===== src/ports_pkg.sv =====
package ports_pkg;

    localparam int ADDR_W = 16;
    localparam int DATA_W = 8;
    localparam int DIGIT_IDX_W = 4;

    localparam logic [ADDR_W-1:0] HV_PORT_DATA_ADDR = 16'hffd7;
    localparam logic [ADDR_W-1:0] STD_PORT_DATA_ADDR = 16'hffd8;
    localparam logic [ADDR_W-1:0] STD_PORT_DIRECTION_ADDR = 16'hffe8;
    localparam logic [ADDR_W-1:0] DISPLAY_DIGIT_CONTROL_ADDR = 16'hffc0;
    localparam logic [ADDR_W-1:0] DIGIT_START_REGISTER_ADDR = 16'hffc1;
    localparam logic [ADDR_W-1:0] DISPLAY_SEGMENT_CONTROL_ADDR = 16'hffc2;

    localparam logic [DATA_W-1:0] HV_PORT_DATA_RESET = 8'h00;
    localparam logic [DATA_W-1:0] STD_PORT_DATA_RESET = 8'h00;
    localparam logic [DATA_W-1:0] STD_PORT_DIRECTION_RESET = 8'h00;
    localparam logic [DATA_W-1:0] STD_PORT_DIRECTION_READ = 8'hff;
    localparam logic [DATA_W-1:0] UNMAPPED_READ = 8'h00;
    localparam logic [DIGIT_IDX_W-1:0] DIGIT_COUNT_RESET = 4'h0;

    localparam int DIGIT_COUNT_LSB = 0;
    localparam int DIGIT_ACTIVE_LSB = 4;
    localparam int DRIVE_ENABLE_BIT = 0;
    localparam int SCAN_RUNNING_BIT = 1;
    localparam int TAKEOVER_FLAG_BIT = 0;

    localparam logic [DIGIT_IDX_W-1:0] HV_FIRST_DIGIT = 4'h8;

    localparam int CLK_PERIOD_PS = 5000;
    localparam int DIGIT_SLOT_NS = 100000;
    localparam int DIGIT_SLOT_CYCLES = (DIGIT_SLOT_NS * 1000) / CLK_PERIOD_PS;
    localparam int SLOT_CNT_W = 16;

    typedef struct packed {
        logic [ADDR_W-1:0] addr;
        logic [DATA_W-1:0] wdata;
        logic wr;
        logic rd;
    } reg_req_s;

    typedef struct packed {
        logic [DATA_W-1:0] data_out;
        logic [DATA_W-1:0] oe_n;
    } pin_drive_s;

endpackage : ports_pkg


===== src/display_digit_and_standard_ports.sv =====
// Strobed register access was decided locally.
`timescale 1ns/1ps
module display_digit_and_standard_ports #(
    parameter int unsigned DIGIT_SLOT = ports_pkg::DIGIT_SLOT_CYCLES
) (
    input wire logic core_clk,
    input wire logic reset,
    input wire ports_pkg::reg_req_s req,
    output logic [ports_pkg::DATA_W-1:0] rdata,
    input wire logic [ports_pkg::DATA_W-1:0] hv_pin_in,
    output ports_pkg::pin_drive_s hv_pin,
    input wire logic [ports_pkg::DATA_W-1:0] std_pin_in,
    output ports_pkg::pin_drive_s std_pin
);
    import ports_pkg::*;

    logic [DATA_W-1:0] hv_port_data_r;
    logic [DATA_W-1:0] hv_port_data_nxt;
    logic [DATA_W-1:0] std_port_data_r;
    logic [DATA_W-1:0] std_port_data_nxt;
    logic [DATA_W-1:0] std_port_direction_r;
    logic [DATA_W-1:0] std_port_direction_nxt;
    logic [DIGIT_IDX_W-1:0] digit_count_field_r;
    logic [DIGIT_IDX_W-1:0] digit_count_nxt;
    logic display_drive_enable_r;
    logic drive_enable_nxt;
    logic display_pin_takeover_flag_r;
    logic takeover_flag_nxt;
    logic [DIGIT_IDX_W-1:0] active_digit_r;
    logic [SLOT_CNT_W-1:0] slot_cnt_r;
    logic slot_tick;
    wire logic [DATA_W-1:0] digit_pin_mask;
    wire logic [DATA_W-1:0] hv_read;
    wire logic [DATA_W-1:0] hv_lane_out;
    wire logic [DATA_W-1:0] hv_lane_oe_n;
    wire logic [DATA_W-1:0] std_read;
    wire logic [DATA_W-1:0] std_lane_out;
    wire logic [DATA_W-1:0] std_lane_oe_n;
    logic [DATA_W-1:0] rdata_nxt;
    logic [DATA_W-1:0] rdata_r;

    logic wr_hv_data;
    logic wr_std_data;
    logic wr_std_dir;
    logic wr_digit_ctl;
    logic wr_start;
    logic wr_segment_ctl;

    assign wr_hv_data = req.wr && (req.addr == HV_PORT_DATA_ADDR);
    assign wr_std_data = req.wr && (req.addr == STD_PORT_DATA_ADDR);
    assign wr_std_dir = req.wr && (req.addr == STD_PORT_DIRECTION_ADDR);
    assign wr_digit_ctl = req.wr && (req.addr == DISPLAY_DIGIT_CONTROL_ADDR);
    assign wr_start = req.wr && (req.addr == DIGIT_START_REGISTER_ADDR);
    assign wr_segment_ctl = req.wr && (req.addr == DISPLAY_SEGMENT_CONTROL_ADDR);

    // Next values are formed once and shared by the registers and the pin flops,
    // so a port, count or flag write reaches the pins on the same edge that stores it.
    always_comb begin
        hv_port_data_nxt = wr_hv_data ? req.wdata : hv_port_data_r;
        std_port_data_nxt = wr_std_data ? req.wdata : std_port_data_r;
        std_port_direction_nxt = wr_std_dir ? req.wdata : std_port_direction_r;
        digit_count_nxt = wr_digit_ctl ?
            req.wdata[DIGIT_COUNT_LSB +: DIGIT_IDX_W] : digit_count_field_r;
        drive_enable_nxt = wr_start ? req.wdata[DRIVE_ENABLE_BIT] : display_drive_enable_r;
        takeover_flag_nxt = wr_segment_ctl ?
            req.wdata[TAKEOVER_FLAG_BIT] : display_pin_takeover_flag_r;
    end

    always_ff @(posedge core_clk) begin
        if (reset) begin
            hv_port_data_r <= HV_PORT_DATA_RESET;
        end else begin
            hv_port_data_r <= hv_port_data_nxt;
        end
    end

    always_ff @(posedge core_clk) begin
        if (reset) begin
            std_port_data_r <= STD_PORT_DATA_RESET;
            std_port_direction_r <= STD_PORT_DIRECTION_RESET;
        end else begin
            std_port_data_r <= std_port_data_nxt;
            std_port_direction_r <= std_port_direction_nxt;
        end
    end

    always_ff @(posedge core_clk) begin
        if (reset) begin
            digit_count_field_r <= DIGIT_COUNT_RESET;
            display_drive_enable_r <= 1'b0;
            display_pin_takeover_flag_r <= 1'b0;
        end else begin
            digit_count_field_r <= digit_count_nxt;
            display_drive_enable_r <= drive_enable_nxt;
            display_pin_takeover_flag_r <= takeover_flag_nxt;
        end
    end

    // The slot divider and the digit walk both sit idle until drive-enable is set.
    // Changing the digit count mid-scan reaches the walk at the next slot tick and the digit pins on the edge that stores it.
    assign slot_tick = display_drive_enable_r &&
        (slot_cnt_r == SLOT_CNT_W'(DIGIT_SLOT - 1));

    always_ff @(posedge core_clk) begin
        if (reset) begin
            slot_cnt_r <= '0;
        end else if (!display_drive_enable_r || slot_tick) begin
            slot_cnt_r <= '0;
        end else begin
            slot_cnt_r <= slot_cnt_r + SLOT_CNT_W'(1);
        end
    end

    always_ff @(posedge core_clk) begin
        if (reset) begin
            active_digit_r <= '0;
        end else if (!display_drive_enable_r) begin
            active_digit_r <= '0;
        end else if (slot_tick) begin
            if (active_digit_r >= digit_count_field_r) begin
                active_digit_r <= '0;
            end else begin
                active_digit_r <= active_digit_r + DIGIT_IDX_W'(1);
            end
        end
    end

    // Lane i of the high-voltage port carries digit 8 + i.
    // Pin flops see next data, flag and count, so such a write drives its pin on the edge that stores it; drive-enable lags one edge.
    for (genvar i = 0; i < DATA_W; i++) begin : g_hv_lane
        hv_pin_lane #(
            .LANE(i)
        ) hv_pin_lane_inst (
            .core_clk(core_clk),
            .reset(reset),
            .takeover_flag(display_pin_takeover_flag_r),
            .digit_count(digit_count_field_r),
            .takeover_flag_nxt(takeover_flag_nxt),
            .digit_count_nxt(digit_count_nxt),
            .drive_enable(display_drive_enable_r),
            .active_digit(active_digit_r),
            .data_bit(hv_port_data_r[i]),
            .data_bit_nxt(hv_port_data_nxt[i]),
            .pin_in(hv_pin_in[i]),
            .taken(digit_pin_mask[i]),
            .read_bit(hv_read[i]),
            .data_out(hv_lane_out[i]),
            .oe_n(hv_lane_oe_n[i])
        );
    end

    // Each standard port lane keeps its own synchroniser and read selection.
    for (genvar i = 0; i < DATA_W; i++) begin : g_std_lane
        std_pin_lane std_pin_lane_inst (
            .core_clk(core_clk),
            .reset(reset),
            .direction_bit(std_port_direction_r[i]),
            .direction_bit_nxt(std_port_direction_nxt[i]),
            .data_bit(std_port_data_r[i]),
            .data_bit_nxt(std_port_data_nxt[i]),
            .pin_in(std_pin_in[i]),
            .read_bit(std_read[i]),
            .data_out(std_lane_out[i]),
            .oe_n(std_lane_oe_n[i])
        );
    end

    always_comb begin
        rdata_nxt = UNMAPPED_READ;
        unique case (req.addr)
            HV_PORT_DATA_ADDR: begin
                rdata_nxt = hv_read;
            end
            STD_PORT_DATA_ADDR: begin
                rdata_nxt = std_read;
            end
            STD_PORT_DIRECTION_ADDR: begin
                rdata_nxt = STD_PORT_DIRECTION_READ;
            end
            DISPLAY_DIGIT_CONTROL_ADDR: begin
                rdata_nxt[DIGIT_COUNT_LSB +: DIGIT_IDX_W] = digit_count_field_r;
                rdata_nxt[DIGIT_ACTIVE_LSB +: DIGIT_IDX_W] = active_digit_r;
            end
            DIGIT_START_REGISTER_ADDR: begin
                rdata_nxt[DRIVE_ENABLE_BIT] = display_drive_enable_r;
                rdata_nxt[SCAN_RUNNING_BIT] = display_drive_enable_r && (|digit_pin_mask);
            end
            DISPLAY_SEGMENT_CONTROL_ADDR: begin
                rdata_nxt[TAKEOVER_FLAG_BIT] = display_pin_takeover_flag_r;
            end
            default: begin
                rdata_nxt = UNMAPPED_READ;
            end
        endcase
    end

    // Read data holds only in the cycle after the strobe, zero otherwise.
    always_ff @(posedge core_clk) begin
        if (reset) begin
            rdata_r <= '0;
        end else if (req.rd) begin
            rdata_r <= rdata_nxt;
        end else begin
            rdata_r <= '0;
        end
    end

    assign rdata = rdata_r;
    assign hv_pin = {hv_lane_out, hv_lane_oe_n};
    assign std_pin = {std_lane_out, std_lane_oe_n};

endmodule : display_digit_and_standard_ports

module hv_pin_lane #(
    parameter int unsigned LANE = 0
) (
    input wire logic core_clk,
    input wire logic reset,
    input wire logic takeover_flag,
    input wire logic [ports_pkg::DIGIT_IDX_W-1:0] digit_count,
    input wire logic takeover_flag_nxt,
    input wire logic [ports_pkg::DIGIT_IDX_W-1:0] digit_count_nxt,
    input wire logic drive_enable,
    input wire logic [ports_pkg::DIGIT_IDX_W-1:0] active_digit,
    input wire logic data_bit,
    input wire logic data_bit_nxt,
    input wire logic pin_in,
    output logic taken,
    output logic read_bit,
    output logic data_out,
    output logic oe_n
);
    import ports_pkg::*;

    // The high-voltage port carries digits 8 to 15, one per lane.
    localparam logic [DIGIT_IDX_W-1:0] DIGIT_NUM = HV_FIRST_DIGIT + DIGIT_IDX_W'(LANE);

    logic sync1_r;
    logic sync2_r;
    logic taken_nxt;
    logic data_out_r;
    logic oe_n_r;

    // Only the second stage of the synchroniser is read by any logic.
    always_ff @(posedge core_clk) begin
        if (reset) begin
            sync1_r <= 1'b0;
            sync2_r <= 1'b0;
        end else begin
            sync1_r <= pin_in;
            sync2_r <= sync1_r;
        end
    end

    // A lane is a digit pin whenever the flag is set and its digit is within the count, even before drive-enable.
    assign taken = takeover_flag && (DIGIT_NUM <= digit_count);
    assign taken_nxt = takeover_flag_nxt && (DIGIT_NUM <= digit_count_nxt);
    assign read_bit = taken ? data_bit : sync2_r;

    // A general pin drives high from a 1 and is released on a 0, so its level can be read.
    // The low level then comes from the board, not from this lane.
    always_ff @(posedge core_clk) begin
        if (reset) begin
            data_out_r <= 1'b0;
            oe_n_r <= 1'b1;
        end else if (taken_nxt) begin
            data_out_r <= drive_enable && (active_digit == DIGIT_NUM);
            oe_n_r <= 1'b0;
        end else begin
            data_out_r <= data_bit_nxt;
            oe_n_r <= ~data_bit_nxt;
        end
    end

    assign data_out = data_out_r;
    assign oe_n = oe_n_r;

endmodule : hv_pin_lane

module std_pin_lane (
    input wire logic core_clk,
    input wire logic reset,
    input wire logic direction_bit,
    input wire logic direction_bit_nxt,
    input wire logic data_bit,
    input wire logic data_bit_nxt,
    input wire logic pin_in,
    output logic read_bit,
    output logic data_out,
    output logic oe_n
);
    import ports_pkg::*;

    logic sync1_r;
    logic sync2_r;
    logic data_out_r;
    logic oe_n_r;

    // Only the second stage of the synchroniser is read by any logic.
    always_ff @(posedge core_clk) begin
        if (reset) begin
            sync1_r <= 1'b0;
            sync2_r <= 1'b0;
        end else begin
            sync1_r <= pin_in;
            sync2_r <= sync1_r;
        end
    end

    // An output bit reads its stored data, so a loaded pin cannot upset a read-modify-write.
    assign read_bit = direction_bit ? data_bit :
        sync2_r;

    // Pins leave reset as released inputs.
    always_ff @(posedge core_clk) begin
        if (reset) begin
            data_out_r <= 1'b0;
            oe_n_r <= 1'b1;
        end else begin
            data_out_r <= data_bit_nxt;
            oe_n_r <= ~direction_bit_nxt;
        end
    end

    assign data_out = data_out_r;
    assign oe_n = oe_n_r;

endmodule : std_pin_lane


===== config.mk =====
export PLATFORM = sky130hd
export DESIGN_NAME = display_digit_and_standard_ports
export DESIGN_NICKNAME = d
export VERILOG_FILES = /design/src/ports_pkg.sv /design/src/display_digit_and_standard_ports.sv
export SDC_FILE = /design/constraint.sdc
export NUM_CORES = 1
export LEC_CHECK = 0
export ABC_AREA = 1
export BUFFER_PORTS_ARGS = -buffer_cell sky130_fd_sc_hd__buf_2
export CORE_MARGIN = 2
export CORE_UTILIZATION = 50
export DETAILED_ROUTE_END_ITERATION = 8
export GPL_ROUTABILITY_DRIVEN = 0
export PLACE_DENSITY = 0.75
export SYNTH_ARGS = -nofsm -noshare
export SYNTH_HDL_FRONTEND = slang
export SYNTH_SLANG_ARGS = --single-unit

===== constraint.sdc =====
create_clock -name core_clk -period 1.73 [get_ports core_clk]
set_clock_uncertainty 0.2 [all_clocks]
set_input_delay 0.4325 -clock core_clk [delete_from_list [all_inputs] [get_ports core_clk]]
set_output_delay 0.4325 -clock core_clk [all_outputs]
set_load 0.01 [all_outputs]

# Yosys cells after proc, flatten, opt, wreduce, memory -nomap -nowiden

Cells that the tools add are included.

Add/subtract/negate cells: 2
$lt $le $gt $ge: 17
Equality and inequality tests: 15
Multiplexer cells: 41
Bitwise logic cells: 18
Reduce and logical (&&, ||, !) cells: 38

Operators with widths:

| cell                                                  | number |
|---|---|
| == test 16 bit (second input constant)                | 6 |
| less-or-equal comparator 4 bit (first input constant) | 16 |
| 2-to-1 mux 1 bit                                      | 33 |
| == test 4 bit (second input constant)                 | 8 |
| logical AND 1 bit                                     | 32 |
| 2-to-1 mux 8 bit                                      | 3 |
| case mux 6 bit (4 select lines)                       | 1 |
| NOT 1 bit                                             | 18 |
| adder 16 x 1 -> 16 bit (second input constant)        | 1 |
| == test 16 x 15 -> 1 bit (second input constant)      | 1 |
| 2-to-1 mux 4 bit                                      | 2 |
| OR reduction 8 bit                                    | 1 |
| case mux 1 bit (6 select lines)                       | 1 |
| OR reduction 2 bit                                    | 3 |
| case mux 1 bit (5 select lines)                       | 1 |
| adder 4 x 1 -> 4 bit (second input constant)          | 1 |
| greater-or-equal comparator 4 bit                     | 1 |
| zero test 1 bit                                       | 1 |
| logical OR 1 bit                                      | 1 |

Register bits: 122
Output and inout bits: 40

# Depth between registers and ports, before layout

Gate-level depths: netlist of the first run.

Depth after elaboration: 6
Depth in mapped cells: 13

# Hierarchy

From an unflattened synthesis of the first run, not the netlist that was laid out.

Cell total of the unflattened synthesis: 804
Area total of the unflattened synthesis: 5,466.5 sq um

By module, submodules not included:

| module                                          | times used | cells each | area each (sq um) |
|---|---|---|---|
| display_digit_and_standard_ports                | 1          | 440        | 2,954.1 |
| std_pin_lane                                    | 8          | 16         | 125.1 |
| hv_pin_lane (g_hv_lane[2].hv_pin_lane_inst ...) | 2          | 32         | 201.4 |
| hv_pin_lane (g_hv_lane[1].hv_pin_lane_inst)     | 1          | 32         | 203.9 |
| hv_pin_lane (g_hv_lane[5].hv_pin_lane_inst)     | 1          | 34         | 200.2 |
| hv_pin_lane (g_hv_lane[7].hv_pin_lane_inst)     | 1          | 30         | 193.9 |
| hv_pin_lane (g_hv_lane[4].hv_pin_lane_inst)     | 1          | 25         | 172.7 |
| hv_pin_lane (g_hv_lane[6].hv_pin_lane_inst)     | 1          | 26         | 170.2 |
| hv_pin_lane (g_hv_lane[0].hv_pin_lane_inst)     | 1          | 25         | 167.7 |

# Worst setup path after synthesis of the first run

No wires, ideal clock.

Path type: input-to-reg
Start: input port req[19] (netlist name)
End: register g_hv_lane[6].hv_pin_lane_inst.data_out_r
Arrival time: 1.453 ns
Required time: 1.421 ns
Setup slack: -0.031 ns
Stages on the path: 12
Path through: nand2_1 nor2_2 nand2_4 inv_6 buf_12 nand4_2 nand2_4 nand2_4 nor2_8 nand3_1 nand2_1 inv_1

Word-level cells in the longest chain between the ends: 6
Elaborated cells on any way between the ends: 12
Classes of those cells: 1 x order compare; 3 x eq/ne; 4 x mux; 4 x reduce/logical

RTL lines:

| what                           | line                                    | text |
|---|---|---|
| from (decl)                    | display_digit_and_standard_ports.sv:8   | `input wire ports_pkg::reg_req_s req,` |
| == test 16 bit                 | display_digit_and_standard_ports.sv:52  | `assign wr_digit_ctl = req.wr && (req.addr == DISPLAY_DIGIT_CONTROL_ADDR);` |
| logical AND 1 bit              | display_digit_and_standard_ports.sv:52  |  |
| 2-to-1 mux 4 bit               | display_digit_and_standard_ports.sv:62  | `digit_count_nxt = wr_digit_ctl ?` |
| less-or-equal comparator 4 bit | display_digit_and_standard_ports.sv:257 | `assign taken_nxt = takeover_flag_nxt && (DIGIT_NUM <= digit_count_nxt);` |
| logical AND 1 bit              | display_digit_and_standard_ports.sv:257 |  |
| 2-to-1 mux 1 bit *             | display_digit_and_standard_ports.sv:266 | `end else if (taken_nxt) begin` |
| to (signal assigned)           | display_digit_and_standard_ports.sv:267 | `data_out_r <= drive_enable && (active_digit == DIGIT_NUM);` |
| to (signal assigned)           | display_digit_and_standard_ports.sv:270 | `data_out_r <= data_bit_nxt;` |
| to (decl)                      | display_digit_and_standard_ports.sv:241 | `logic data_out_r;` |

Mark *: on every way between the ends. The rest lies on a longest branch, timed or not.
A chain may end at the register's enable or synchronous reset.

# Final worst setup path of the first run

Start: register slot_cnt_r[0]
End: register slot_cnt_r[14]

Word-level cells in the longest chain between the ends: 4
Elaborated cells on any way between the ends: 5
Classes of those cells: 1 x add/sub; 1 x eq/ne; 3 x reduce/logical

RTL lines:

| what                                                                           | line                                    | text |
|---|---|---|
| from (decl)                                                                    | display_digit_and_standard_ports.sv:30  | `logic [SLOT_CNT_W-1:0] slot_cnt_r;` |
| from (signal assigned)                                                         | display_digit_and_standard_ports.sv:110 | `slot_cnt_r <= slot_cnt_r + SLOT_CNT_W'(1);` |
| parallel branches: the longest is 4 deep, another holds adder 16 x 1 -> 16 bit | --                                      |  |

Parallel ways; which one is timed is not known.

==> results.cfg, run 1 <==
[die]
core_um2 = 9860
die_h_um = 105
dieArea_um2 = 11100
rows = 36
start_util = 0.520
die_w_um = 105
num_io_pins = 84

[global_routing]
grt_pass1_vias = 4579
antenna_found_initial = 0
grt_usage = 0.244
grt_max_degree = 28
grt_pass1_wl_um = 21400
grt_overflow = 0

[synthesis]
synthTopCellsByArea = dfxtp_1 (45%), inv_1 (8.9%), nand2_1 (7.9%)
synth.distinct_cells = 44
async_reset_ff_frac = 0
ys_seq_area_frac = 0.445
syn_nets = 727
synth-edff-count = 0
syn-instance-count = 674
synth-seq-cells = 114
synth_top_cell_by_area = dfxtp_1
synth_top_area_share = 0.445
netlist_top_cells_count = inv_1 (121), dfxtp_1 (114), nand2_1 (108)
ys_warn_count = 0
syn_avg_cell_area_um2 = 7.61
synth_ff_type = dfxtp_1
syn_area_um2 = 5130
synth_most_common_cell = inv_1

[routing]
firstDrtPassIters = 5
drtAntennaViolNets = 0
drc_errors = 0
drt_wl_total_um = 13600
avgRoutedWirePerCell_um = 14.3
viasPerCell = 5.07
via_count = 4824
drt_iter0_markers = 280

[setup_path]
crit_start = slot_cnt_r[0]
crit_required_ns = 1.94
r2r_end = slot_cnt_r[14]
critPathLaunchType = flip-flop
reg2reg_setup_slack_ns = -0.04
reg2reg_from = slot_cnt_r[0]
critPathCaptureType = flip-flop
cp-endpoint = slot_cnt_r[14]
reg2reg_depth = 11
cp_max_fo = 5
crit_arrival_ns = 1.98
path_class = flip-flop to flip-flop

[placement]
dp_slack_ns = -0.320
io_buffers = 83
detailed_place_hpwl_um = 9350
place_inst = 900

[sta]
slew_headroom = 0.747
finalCriticalPeriod_ns = 1.77
drv_slew = 0
rsz0062_at_grt = yes
worst_slack_ns = -0.0407
fmax_ghz = 0.565
setup_viol = 6
min_period_over_period = 1.02
hold_viol_final = 0
worstMarginPinSlew_ns = 0.379

[clock_network]
cts_tree = done
clkLatencyLatePin_ns = 0.52
clockBufferDepth = 2
h-tree-depth = 4
clock-root-buffer = clkbuf_8
cts_made_buffers = 17
cts.sinks = 114
clkTransAtPathRegs_ns = 0.06

[pwr]
powerDensity_nw_per_um2 = 944
p_leak_nw = 3.30
ir_drop_v = 0.000543

[status]
violations = setup timing
status = complete, but fails checks

[layout]
drive_gt1_frac = 0.326
fin_cells = 952
finalNetCount = 859
antennaDiodeCount = 0
areaGrowthSynthToFinish_pct = 34.5

[job]
cap_violations = 0

[min_path]
hp-class = input pin to flip-flop
[critical path, cell delays in order, from the launching register on]
cell and delay, ns:
dfxtp_2 0.35, ha_4 0.14, nand2_2 0.05, inv_2 0.07, nand2_4 0.07, buf_6 0.13, nor3_4 0.21, nand3_2 0.13
nor2_4 0.14, nand3_2 0.07, nand2_1 0.07, nor2_1 0.03
[flip-flops by register name, summed over array words and instances, names as in the netlist]
name and cells:
slot_cnt_r 16, g_hv_lane.hv_pin_lane_inst.data_out 8, g_hv_lane.hv_pin_lane_inst.oe_n 8, g_hv_lane.hv_pin_lane_inst.sync1_r 8
g_hv_lane.hv_pin_lane_inst.sync2_r 8, g_std_lane.std_pin_lane_inst.oe_n 8, g_std_lane.std_pin_lane_inst.sync1_r 8, g_std_lane.std_pin_lane_inst.sync2_r 8
hv_port_data_r 8, rdata 8, std_port_data_r 8, std_port_direction_r 8
active_digit_r 4, digit_count_field_r 4, display_drive_enable_r 1, display_pin_takeover_flag_r 1
[stage by stage]
stage / area [µm²] / hold slack [ns] / total power, mW / setup TNS [ns] / util
6_report: 6900 / 0.0293 / 6.51 / -0.136 / 0.699
5_1_grt: 6900 / 0.0399 / 6.70 / -1.27 / 0.699
4_1_cts: 6740 / 0.00826 / 6.54 / -0.0667 / 0.684
3_5_place_dp: 5880 / 0.192 / 2.94 / -11.88 / 0.596
3_3_place_gp: 5880 / 0.191 / 2.94 / -9.03 / 0.596
2_1_floorplan: 5180 / 0.188 / 2.82 / 0 / -
[area by class of cell]
class	count	area, µm²
Sequential cell	114	2290
Inverter	129	492
Clock inverter	9	154
Tap cell	133	166
Clock buffer	23	457
Multi-Input combinational cell	386	2270
Timing Repair Buffer	158	1060
Fill cell	753	2970
[repair_timing]
item	in CTS	in global routing
hold buffers	17	0
setup buffers	2	1
setup endpoints to repair	18	20
resized for setup	21	42
hold endpoints to repair	17	0
cloned	0	0
pin swaps	8	17
[logic make-up after synthesis]
family                     count (synthesis)  share of synthesized area
xor gates and xnor gates                   3                    0.00513
adders and majority gates                  9                     0.0220
and+or+nand+nor                          274                      0.254
AOI/OAI and AO/OA                         94                      0.102
buffers and inverters                    174                      0.158
DFF                                      114                      0.445
muxes                                      6                     0.0129
[power breakdown]
group | internal, mW | total [mW] | switching [mW]
clock | 2.41 | 3.59 | 1.18
combinational | 0.115 | 0.248 | 0.134
sequential | 2.66 | 2.67 | 0.0110
[worst min-delay path by stage]
stage                                               to                                     from  slack [ns]  cells after the start
2_1_floorplan    g_hv_lane[0].hv_pin_lane_inst.sync2_r    g_hv_lane[0].hv_pin_lane_inst.sync1_r        0.19                      2
3_3_place_gp   g_std_lane[6].std_pin_lane_inst.sync2_r  g_std_lane[6].std_pin_lane_inst.sync1_r        0.19                      2
3_5_place_dp   g_std_lane[0].std_pin_lane_inst.sync2_r  g_std_lane[0].std_pin_lane_inst.sync1_r        0.19                      2
4_1_cts                             std_port_data_r[6]                                   req[8]       0.008                      3
5_1_grt                             std_port_data_r[4]                                   req[6]        0.04                      3
6_report                            std_port_data_r[6]                                   req[8]        0.03                      3
[layer usage]
layer,GRT usage,wire length [µm],vias to the layer above
li1,-,-,2350
met4,0.136,598,0
met1,0.296,5590,2179
met2,0.393,6540,238
met3,0.0618,890,57
met5,0,0,-
[layout by cell type, fill, tap and decap left out, types with 12 or more instances in the layout]
| cell | instances |
|---|---|
| a21oi_1 | 33 |
| nor2_1 | 70 |
| dfxtp_1 | 107 |
| buf_4 | 51 |
| nand3_1 | 27 |
| nand2_2 | 17 |
| nand4_1 | 12 |
| dlygate4sd3_1 | 17 |
| clkbuf_16 | 16 |
| o21ai_1 | 18 |
| inv_2 | 13 |
| nand2_1 | 96 |
| o21ai_0 | 20 |
| buf_2 | 83 |
| inv_1 | 114 |
No activity file was read; power rests on OpenSTA's default activity.
==> run 2, diff against run 1 <==
==> constraint.sdc (replaced) <==
create_clock -name core_clk -period 1.5 [get_ports core_clk]
set_clock_uncertainty 0.2 [all_clocks]
set_input_delay 0.375 -clock core_clk [delete_from_list [all_inputs] [get_ports core_clk]]
set_output_delay 0.375 -clock core_clk [all_outputs]
set_load 0.01 [all_outputs]
==> run 2 against run 1 <==
Net effect: first-iteration DRC count rose by 120%; the run still ends with setup timing left; non-clock buffer count is 50 higher; cell area rose by 14%; worst setup slack lost 0.19 ns; largest cell class is now multi-input combinational cells; critical path depth fell by 1; flip-flop and latch count is the same; via count grew 12%; worst hold slack improved by 0.022 ns.
==> results.cfg, run 2 (synthesis gave the netlist of run 1 again) <==
[sta]
slew_headroom = 0.748
rsz0062_at_grt = yes
hold_viol_final = 0
worstMarginPinSlew_ns = 0.374
setup_viol = 72
finalCriticalPeriod_ns = 1.73
drv_slew = 0
worst_slack_ns = -0.235
tns_ns = -5.40
fmax_ghz = 0.576
min_period_over_period = 1.16

[pwr]
ir_drop_v = 0.000733
p_leak_nw = 3.66
powerDensity_nw_per_um2 = 947

[layout]
antennaDiodeCount = 0
fin_cells = 1003
final_common_cell = inv_1
largest_reg_flops = 16
drive_gt1_frac = 0.449
fill_cells = 569
areaGrowthSynthToFinish_pct = 53.2
layout_common_cells = inv_1 (110), buf_4 (90), nand2_1 (83)
finalNetCount = 911
largest_register = slot_cnt_r
design_area_um2 = 7850

[setup_path]
critPathLaunchType = flip-flop
crit_arrival_ns = 1.99
crit_required_ns = 1.75
path_class = flip-flop to flip-flop
cp_max_fo = 6
critPathCaptureType = flip-flop
reg2reg_setup_slack_ns = -0.23

[global_routing]
antenna_found_initial = 0
grt_overflow = 0
grt_max_degree = 23
grt_pass1_wl_um = 23500
grt_pass1_vias = 4917
grt_usage = 0.270

[routing]
firstDrtPassIters = 6
drt_wl_total_um = 17700
via_count = 5403
drt_iter0_markers = 622
drtAntennaViolNets = 0
drc_errors = 0
avgRoutedWirePerCell_um = 17.7
viasPerCell = 5.39

[die]
dieArea_um2 = 11100
die_w_um = 105
die_h_um = 105
rows = 36
core_um2 = 9860
num_io_pins = 84
start_util = 0.520

[placement]
place_area_um2 = 6240
dp_slack_ns = -0.509
place_inst = 925
io_buffers = 83
detailed_place_hpwl_um = 10000

[clock_network]
cts.sinks = 114
h-tree-depth = 4
clkLatencyLatePin_ns = 0.53
cts_made_buffers = 17
cts_tree = done
clockBufferDepth = 2
clkTransAtPathRegs_ns = 0.05
clock-root-buffer = clkbuf_8

[status]
violations = setup timing
status = complete, but fails checks

[job]
cap_violations = 0

[min_path]
hp-class = input pin to flip-flop
-- run 2: cell count changes in the layout (fill, tap and decap cells not counted), moves of 9 or more --
cell	before	now
buf_4	51	90
a21oi_1	33	24
dfxtp_1	107	79
nor2_4	10	19
buf_6	5	39
dfxtp_2	7	31
nand2_1	96	83
nand2_4	7	17
buf_2	83	55
-- run 2: report_power, final --
part | internal [mW] | switching, mW | leakage (nW)
logic | 0.161 | 0.190 | 2.44
registers | 3.06 | 0.0150 | 0.937
clock network | 2.60 | 1.41 | 0.284
-- run 2: metal layers --
layer,global-route usage,wire [µm],up-vias,part of all wire
met5,0,0,-,0
met4,0.159,1050,0,0.059
met3,0.0575,1600,125,0.090
met2,0.462,8760,388,0.49
met1,0.309,6330,2440,0.36
li1,-,-,2450,-
-- run 2: worst paths after layout --
kind / startpoint / endpoint / depth (start not counted)
hold reg to reg: g_std_lane[7].std_pin_lane_inst.sync1_r / g_std_lane[7].std_pin_lane_inst.sync2_r / 2
hold / removal: reset / active_digit_r[1] / 4
setup reg to reg: slot_cnt_r[1] / slot_cnt_r[3] / 10
setup / recovery: slot_cnt_r[1] / slot_cnt_r[3] / 10
-- run 2: final cells by class --
| type | count | area (µm²) | share of cell area |
|---|---|---|---|
| Tap cell | 133 | 166 | 0.0212 |
| Sequential cell | 114 | 2340 | 0.297 |
| Clock inverter | 10 | 134 | 0.0170 |
| Clock buffer | 21 | 449 | 0.0572 |
| Inverter | 129 | 517 | 0.0658 |
| Multi-Input combinational cell | 387 | 2590 | 0.330 |
| Timing Repair Buffer | 208 | 1650 | 0.210 |
| Timing Repair inverter | 1 | 7.51 | 0.000956 |
-- run 2: critical path, stage by stage (launching register included) --
cell and delay, ns:
dfxtp_4 0.36, ha_4 0.16, nand2_4 0.06, inv_4 0.05, nand2_8 0.08, nor2_4 0.04
nand3_2 0.09, inv_2 0.06, nor2_4 0.21, clkinvlp_4 0.19, nor3b_2 0.18
-- run 2: metrics by stage --
step	hold WS [ns]	total power, mW	utilization
CTS	0.0252	7.38	0.740
floorplan	0.188	3.26	-
global route	0.0566	7.63	0.796
global placement	0.192	3.41	0.632
detailed placement	0.192	3.42	0.632
finish	0.0517	7.44	0.796
-- run 2: timing repair --
item	in CTS	in global routing
pin swaps	6	38
setup buffers	7	18
hold buffers	21	0
resized for setup	60	113
endpoints found under the setup margin	64	83
cloned	1	1
endpoints found under the hold margin	22	0
